File: src/shift_logic_pkg.sv
// types and constants for the shift and logic datapath slice
// assumes one core clock and an instruction decoder that issues one op per cycle
package shift_logic_pkg;

	// ****************************************
	// widths and bit positions
	// ****************************************
	localparam int DATA_W  = 8;
	localparam int MSB_POS = 7;
	localparam int LSB_POS = 0;

	// ****************************************
	// flags
	// ****************************************
	typedef struct packed {
		logic result_null;
		logic shifted_out;
		logic nibble_carry;
		logic signed_wrap;
	} flags_t;

	localparam flags_t FLAGS_RST = 4'h0;
	localparam logic [DATA_W-1:0] ACC_RST  = 8'h00;
	localparam logic [DATA_W-1:0] ZERO_VAL = 8'h00;

	// ****************************************
	// operations and write-back targets
	// ****************************************
	typedef enum logic [4:0] {
		OP_SHR_A, OP_RRC_A, OP_SHR_M, OP_RRC_M,
		OP_SHL_A, OP_RLC_A, OP_SHL_M, OP_RLC_M,
		OP_SWAP_A,
		OP_AND_AI, OP_AND_AM, OP_AND_MA,
		OP_OR_AI, OP_OR_AM, OP_OR_MA,
		OP_XOR_AI, OP_XOR_AM, OP_XOR_MA, OP_XOR_IOA
	} op_t;

	typedef enum logic {
		DEST_MEM,
		DEST_IO
	} dest_t;

	// ****************************************
	// whole block state
	// ****************************************
	typedef struct packed {
		logic [DATA_W-1:0] acc;
		flags_t            flags;
		logic              wb_valid;
		dest_t             wb_dest;
		logic [DATA_W-1:0] wb_data;
	} state_t;

	localparam state_t STATE_RST = {ACC_RST, FLAGS_RST, 1'b0, DEST_MEM, ZERO_VAL};

endpackage

File: src/shift_logic_alu.sv
// shift, rotate, nibble swap and bitwise logic slice of the 8-bit core
// assumes the decoder presents op and operand for one cycle with op_valid,
// and that the write-back path stores wb_data when wb_valid pulses
//
// Function
// - accumulator right shift puts 0 in bit 7 and old bit 0 in shifted_out, others kept.
// - accumulator right rotate puts old shifted_out in bit 7 and old bit 0 in shifted_out.
// - right shift and right rotate also work on a memory byte written back in place.
// - accumulator left shift puts 0 in bit 0 and old bit 7 in shifted_out, others kept.
// - accumulator left rotate puts old shifted_out in bit 0 and old bit 7 in shifted_out.
// - left shift and left rotate also work on a memory byte written back in place.
// - nibble swap exchanges the accumulator halves and leaves every flag alone.
// - AND with an immediate goes to the accumulator and updates only result_null.
// - AND with a memory byte goes to accumulator or memory and updates only result_null.
// - OR with an immediate goes to the accumulator and updates only result_null.
// - OR with a memory byte goes to accumulator or memory and updates only result_null.
// - XOR with an immediate goes to the accumulator and updates only result_null.
// - XOR with a memory byte goes to accumulator or memory and updates only result_null.
// - XOR into an I/O register writes the I/O register and changes no flag.
module shift_logic_alu
	import shift_logic_pkg::*;
(
	input  wire logic              clk,
	input  wire logic              rst_n,
	input  wire logic              op_valid,
	input  wire op_t               op,
	input  wire logic [DATA_W-1:0] operand,
	input  wire logic              acc_load,
	input  wire logic [DATA_W-1:0] acc_load_data,
	input  wire logic              flags_load,
	input  wire flags_t            flags_load_data,
	output logic [DATA_W-1:0]      acc,
	output flags_t                 flags,
	output logic                   wb_valid,
	output dest_t                  wb_dest,
	output logic [DATA_W-1:0]      wb_data
);

	// ****************************************
	// state
	// ****************************************
	state_t s_q;
	state_t s_d;

	// ****************************************
	// next state
	// ****************************************
	// one op per cycle; loads from the core only act in idle cycles so an
	// op and a load in one cycle cannot fight over the accumulator
	always_comb begin
		logic [DATA_W-1:0] src;
		logic [DATA_W-1:0] res;
		logic              set_null;
		logic              to_acc;
		logic              to_mem;
		logic              to_io;
		src      = s_q.acc;
		res      = s_q.acc;
		set_null = 1'b0;
		to_acc   = 1'b0;
		to_mem   = 1'b0;
		to_io    = 1'b0;
		s_d          = s_q;
		s_d.wb_valid = 1'b0;
		if (op_valid) begin
			// memory shifts take the byte from the operand bus
			if (op == OP_SHR_M || op == OP_RRC_M || op == OP_SHL_M || op == OP_RLC_M) begin
				src = operand;
			end
			case (op)
				OP_SHR_A, OP_SHR_M: begin
					res                   = {1'b0, src[MSB_POS:1]};
					s_d.flags.shifted_out = src[LSB_POS];
				end
				// rotates read the flag as it stood before this op, so a chain acts as one wide shift
				OP_RRC_A, OP_RRC_M: begin
					res                   = {s_q.flags.shifted_out, src[MSB_POS:1]};
					s_d.flags.shifted_out = src[LSB_POS];
				end
				OP_SHL_A, OP_SHL_M: begin
					res                   = {src[MSB_POS-1:0], 1'b0};
					s_d.flags.shifted_out = src[MSB_POS];
				end
				OP_RLC_A, OP_RLC_M: begin
					res                   = {src[MSB_POS-1:0], s_q.flags.shifted_out};
					s_d.flags.shifted_out = src[MSB_POS];
				end
				OP_SWAP_A: begin
					res = {s_q.acc[3:0], s_q.acc[MSB_POS:4]};
				end
				OP_AND_AI, OP_AND_AM, OP_AND_MA: begin
					res      = s_q.acc & operand;
					set_null = 1'b1;
				end
				OP_OR_AI, OP_OR_AM, OP_OR_MA: begin
					res      = s_q.acc | operand;
					set_null = 1'b1;
				end
				OP_XOR_AI, OP_XOR_AM, OP_XOR_MA, OP_XOR_IOA: begin
					res      = s_q.acc ^ operand;
					set_null = (op != OP_XOR_IOA);
				end
				default: begin
					res = s_q.acc;
				end
			endcase
			// destination by operand order
			case (op)
				OP_SHR_M, OP_RRC_M, OP_SHL_M, OP_RLC_M: to_mem = 1'b1;
				OP_AND_MA, OP_OR_MA, OP_XOR_MA:         to_mem = 1'b1;
				OP_XOR_IOA:                             to_io  = 1'b1;
				default:                                to_acc = 1'b1;
			endcase
			// memory forms set result_null from the byte they write, not from acc
			if (set_null) begin
				s_d.flags.result_null = (res == ZERO_VAL);
			end
			if (to_acc) begin
				s_d.acc = res;
			end
			// io results leave on the memory path; wb_dest tells the sink which one
			if (to_mem || to_io) begin
				s_d.wb_valid = 1'b1;
				s_d.wb_dest  = to_io ? DEST_IO : DEST_MEM;
				s_d.wb_data  = res;
			end
		end else begin
			if (acc_load) begin
				s_d.acc = acc_load_data;
			end
			if (flags_load) begin
				s_d.flags = flags_load_data;
			end
		end
	end

	// ****************************************
	// registers
	// ****************************************
	// the whole state clears at once, so no field can wake up stale
	always_ff @(posedge clk or negedge rst_n) begin
		if (!rst_n) begin
			s_q <= STATE_RST;
		end else begin
			s_q <= s_d;
		end
	end

	// outputs straight from the state flops
	// wb_dest and wb_data hold between pulses; only wb_valid qualifies them
	assign acc      = s_q.acc;
	assign flags    = s_q.flags;
	assign wb_valid = s_q.wb_valid;
	assign wb_dest  = s_q.wb_dest;
	assign wb_data  = s_q.wb_data;
endmodule

File: config.mk
export PLATFORM = sky130hd
export DESIGN_NAME = shift_logic_alu
export DESIGN_NICKNAME = d
export VERILOG_FILES = /design/src/shift_logic_pkg.sv /design/src/shift_logic_alu.sv
export SDC_FILE = /design/constraint.sdc
export NUM_CORES = 1
export LEC_CHECK = 0
export BUFFER_PORTS_ARGS = -buffer_cell sky130_fd_sc_hd__buf_4
export CAP_MARGIN = 30
export CORE_UTILIZATION = 50
export DETAILED_ROUTE_END_ITERATION = 12
export GPL_TIMING_DRIVEN = 0
export PLACE_DENSITY = 0.73
export SYNTH_ARGS = -nofsm -noshare
export SYNTH_HDL_FRONTEND = slang
export SYNTH_SLANG_ARGS = --single-unit
export TNS_END_PERCENT = 10
File: constraint.sdc
create_clock -name clk -period 2.3 [get_ports clk]
set_input_delay 0.23 -clock clk [delete_from_list [all_inputs] [get_ports clk]]
set_output_delay 0.23 -clock clk [all_outputs]
set_load 0.005 [all_outputs]
-- Word-level counts from Yosys, hierarchy flattened
Index checks and enable logic that the tools add are counted.
- logic and storage cells: 79
- register bits after elaboration: 22
- eq/ne operators: 22
- bitwise logic cells: 4
- muxes and demuxes: 20
- reduce and logical (&&, ||, !) cells: 25
- operators by type and width (cell ; count):
    8-bit case mux with 8 select lines ; 1
    5-bit by 4-bit == test with 1-bit output (second input constant) ; 8
    8-bit 2-to-1 mux ; 4
    10-bit 2-to-1 mux ; 3
    5-bit by 3-bit == test with 1-bit output (second input constant) ; 4
    5-bit == test (second input constant) ; 3
    4-bit OR reduction ; 3
    5-bit by 2-bit == test with 1-bit output (second input constant) ; 2
    2-bit AND reduction ; 5
    1-bit 2-to-1 mux ; 9
    8-bit AND ; 1
    8-bit logical NOT ; 1
    8-bit bitwise OR ; 1
    2-bit OR reduction ; 4
    8-bit OR reduction ; 1
    8-bit XOR ; 1
    7-bit OR reduction ; 1
    3-bit OR reduction ; 2
    6-bit OR reduction ; 1
    5-bit by 1-bit == test with 1-bit output (second input constant) ; 1
    5-bit logical NOT ; 1
    5-bit inequality test (second input constant) ; 1
    1-bit logical OR ; 4
    4-bit 2-to-1 mux ; 1
    5 further kinds ; 8

-- Logic depth before layout (Yosys ltp)
- depth after elaboration: 10
- mapped depth: 9
- gate-level depth less buffers: 8

-- Worst setup path after synthesis
OpenSTA, ideal clock, no wires.
- kind: input to register
- from: input port op[0]
- to: register s_q, in the netlist flags[3]
- slack: 0.522 ns
- required time: 2.205 ns
- path buffers: 1
- library setup time: 0.095 ns
- stages: 6
- data arrival time: 1.683 ns
- cells stage by stage: buf_2 -> nor2_2 -> mux2_2 -> a221oi_2 -> a41oi_1 -> o31ai_1
- cells in the longest elaborated chain, start to end: 10
- elaborated cells between the ends (all ways): 41
- classes of those cells: 20 x eq/ne; 7 x mux; 14 x reduce/logical
- RTL lines (what ; RTL line ; source):
    start: declaration ; shift_logic_alu.sv:26 ; input wire op_t op,
    5-bit by 2-bit == test with 1-bit output ; shift_logic_alu.sv:67, shift_logic_alu.sv:70 ;
    1-bit logical OR (3 in a row) ; shift_logic_alu.sv:67 ; if (op == OP_SHR_M || op == OP_RRC_M || op == OP_SHL_M || op == OP_RLC_M) begin
    8-bit 2-to-1 mux ; shift_logic_alu.sv:67 ;
    8-bit case mux with 8 select lines ; shift_logic_alu.sv:70 ; case (op)
    8-bit 2-to-1 mux ; shift_logic_alu.sv:65 ; if (op_valid) begin
    8-bit logical NOT ; shift_logic_alu.sv:116 ; s_d.flags.result_null = (res == ZERO_VAL);
    1-bit 2-to-1 mux ; shift_logic_alu.sv:115 ; if (set_null) begin
    10-bit 2-to-1 mux ; shift_logic_alu.sv:65 ;
    end signal: assignment ; shift_logic_alu.sv:143 ; s_q <= STATE_RST;
    end signal: assignment ; shift_logic_alu.sv:145 ; s_q <= s_d;
    end: declaration ; shift_logic_alu.sv:42 ; state_t s_q;
Parallel ways exist; a longest one is shown, timed or not. The select of a mux whose other input is x is not followed.
A chain may end at the register's enable or synchronous reset.

-- Final worst setup path
- from: register s_q, in the netlist acc[5]
- to: register s_q, in the netlist flags[3]
- cells in the longest elaborated chain, start to end: 6
- elaborated cells between the ends (all ways): 9
- classes of those cells: 5 x mux; 3 x bitwise; 1 x reduce/logical
- RTL lines (what ; RTL line):
    8-bit 2-to-1 mux, or another cell as far along ; shift_logic_alu.sv:67
    8-bit case mux with 8 select lines (*) ; shift_logic_alu.sv:70
    8-bit 2-to-1 mux (*) ; shift_logic_alu.sv:65
    8-bit logical NOT (*) ; shift_logic_alu.sv:116
    1-bit 2-to-1 mux (*) ; shift_logic_alu.sv:115
    10-bit 2-to-1 mux (*) ; shift_logic_alu.sv:65
Mark *: on every way between the ends. The rest lies on a longest branch, timed or not. The select of a mux whose other input is x is not followed.

==> flow_metrics.py <==
metrics = {
    "grt": {
        "grt_pass1_wl_um": 9990,
        "grt_overflow_total": 0,
        "grt_start_max_net_pins": 23,
        "antenna_found_initial": 0,
        "grtUsageTotal": 0.299,
        "grt_pass1_vias": 2002,
    },
    "synthesis": {
        "avgSynthCellArea_um2": 8.42,
        "synth_nets": 301,
        "synth_seq_cells": 22,
        "async_reset_ff_frac": 1.00,
        "ys_dominant_reg_cell": "dfrtp_1",
        "synthCells": 255,
        "yosysSeqAreaShare": 0.256,
        "synth.distinct_cells": 56,
        "synth_edf_count": 0,
        "synth_warnings": 0,
        "netlist_area_um2": 2150,
    },
    "floorplanning": {
        "ioPinCount": 52,
        "dieArea_um2": 4560,
        "num_rows": 23,
        "initial_core_util": 0.529,
        "core_um2": 4060,
        "die_h_um": 67.6,
        "die_x_um": 67.6,
    },
    "final_layout": {
        "multi_input_area_um2": 1400,
        "synthToLayoutAreaGrowth_pct": 22.8,
        "drive_gt1_frac": 0.269,
        "fillers": 377,
        "antenna_cells": 0,
        "finish.utilization": 0.650,
        "seq_area_um2": 552,
        "final_nets": 357,
        "finalNonFillerCells": 359,
    },
    "power_and_ir_drop": {
        "p_per_area_nw_per_um2": 535,
        "vdd_drop_max_v": 0.000453,
        "p_leak_nw": 1.25,
    },
    "drt": {
        "drt_iter0_markers": 129,
        "ant_nets": 0,
        "drc_errors": 0,
        "wirelength_um": 6550,
        "firstDrtPassIters": 4,
        "num_vias": 2260,
        "wl_per_cell_um": 18.2,
        "viasPerCell": 6.30,
    },
    "worst_setup_path": {
        "critPathRequiredTime_ns": 2.47,
        "r2r-start": "acc[5]",
        "crit_fanout": 7,
        "timing.rr.end": "flags[3]",
        "reg2regPathDepth": 6,
        "reg2reg_slack_ns": 0.10,
        "cp-start-kind": "flop",
        "path_class": "flop to flop",
        "worstSetupEndpointType": "flop",
        "cp.arrival_ns": 2.37,
    },
    "sta": {
        "slew_headroom": 0.614,
        "fin_tns_setup_ns": 0,
        "final.min_clock_period_ns": 2.20,
        "fmax_mhz": 455,
        "hold_violations": 0,
        "maxSlewViolCount": 0,
        "holdWs_ns": 0.192,
        "finClkSkew_ns": 0.00677,
        "worst_slew_pin_slew_ns": 0.578,
        "setup_ws_ns": 0.102,
        "post-route-period-util": 0.956,
        "rsz0062_at_grt": "false",
        "setup_viol": 0,
    },
    "place": {
        "dp.cells": 355,
        "gp_congestion": 0.999,
        "dp_slack_ns": -0.0671,
        "hpwl_um": 4940,
        "port_buffers": 50,
    },
    "hold_path": {
        "holdPathStages": 2,
        "hold-path-endpoint": "flags[1]",
        "hp-start": "flags_load_data[1]",
        "worst_hold_path_type": "input pin to flop",
    },
    "clocking": {
        "clk_path_buf_depth": 2,
        "root_buffer": "clkbuf_8",
        "cts_tree": "yes",
        "numClockSinks": 22,
        "htree_levels": 1,
        "clkLatencyLatePin_ns": 0.26,
        "post-cts-setup-buffer-count": 0,
        "cts_inserted_buffers": 3,
        "cts.clk_slew.worst_paths_ns": 0.08,
    },
    "flow_run": {
        "cap_viol_max_count": 0,
    },
    "status": {
        "outcome": "completed",
    },
}
## flip-flops by register name (all words and copies together), names as in the netlist
signal	flops
flags	4
wb_valid	1
acc	8
wb_data	8
wb_dest	1
## cell families after synthesis
group | synth area share
simple gates | 0.176
buf+inv | 0.0903
flops | 0.256
mux | 0.110
fa+ha+maj | 0.0932
compound gates | 0.274
## placed cells by master, fill, tap and decap left out, drive strengths merged, types with 2 or more instances in the layout
master,n
and2,3
nor2,16
a21oi,12
dfrtp,22
nor4,2
nand3,2
or3,3
a211oi,4
clkbuf,10
mux2,13
a31oi,5
a21o,2
o22ai,6
nand3b,2
o31ai,7
o31a,2
or3b,3
nor2b,3
ha,16
inv,22
o21ai,14
buf,62
o21a,7
a221oi,7
and3,2
nand2b,4
nor3,6
or2,2
o2111ai,6
o211ai,2
nand2,22
mux2i,6
## synth_stat cells (5+ instances only)
cell type | instances | area, um2
o21ai_1 | 5 | 25.0
o21ai_0 | 9 | 45.0
dfrtp_1 | 22 | 551
clkbuf_1 | 6 | 22.5
ha_1 | 16 | 200
nor2_1 | 15 | 56.3
a221oi_1 | 5 | 43.8
o21a_1 | 7 | 52.6
nand2_1 | 22 | 82.6
a21oi_1 | 11 | 55.1
inv_1 | 22 | 82.6
mux2i_1 | 6 | 60.1
a31oi_1 | 5 | 31.3
buf_2 | 7 | 35.0
o2111ai_1 | 6 | 52.6
o22ai_1 | 5 | 31.3
mux2_2 | 7 | 78.8
nor3_1 | 6 | 30.0
o31ai_1 | 7 | 52.6
## cell type report
class / instances / area share
multi-input cells: 192 / 0.532
flip-flops and latches: 22 / 0.209
repair buffers: 51 / 0.146
plain buffers: 19 / 0.0422
inverters: 22 / 0.0313
well taps: 50 / 0.0237
clock buffers: 3 / 0.0156
## worst max-delay path, stage by stage (launching register included)
cell and delay, ns:
dfrtp_1 0.47, mux2_1 0.38, a221oi_1 0.33, a31oi_1 0.07, o22ai_1 0.40, o2111ai_1 0.19, o31ai_1 0.27
## stage by stage
step                power (mW)  cell area, um2
floorplan                0.886            2150
global placement          1.16            2590
detailed placement        1.17            2590
CTS                       1.41            2640
global route              1.50            2640
finish                    1.41            2640
## routing by layer
layer | share of wire | up-vias | GRT usage
met3 | 0.069 | 6 | 0.0372
met4 | 0.011 | 0 | 0.0771
met2 | 0.47 | 100 | 0.478
li1 | - | 1046 | -
met1 | 0.45 | 1108 | 0.422
met5 | 0 | - | 0
## how the worst max path moves through the flow
stage,from,endpoint,slack (ns),cells after the start
final,acc[5],flags[3],0.10,6
after global placement,op[0],flags[3],-0.03,7
after global routing,acc[5],flags[3],0.01,6
after floorplan,op[0],flags[3],0.52,6
after CTS,acc[5],flags[3],0.16,6
after detailed placement,op[0],flags[3],-0.07,7
## timing repair
| action | in CTS | in global routing |
|---|---|---|
| hold buffers | 1 | 0 |
| endpoints found under the hold margin | 22 | 0 |
| setup endpoints to repair | 0 | 1 |
| gates resized for setup | 0 | 1 |
## where the power goes
part	internal (mW)	switching, mW	total [mW]	leakage (nW)
Combinational	0.315	0.308	0.623	0.964
Sequential	0.462	0.0860	0.548	0.267
Clock	0.117	0.123	0.240	0.0216
Note: power is estimated with default switching activity, not from simulation.
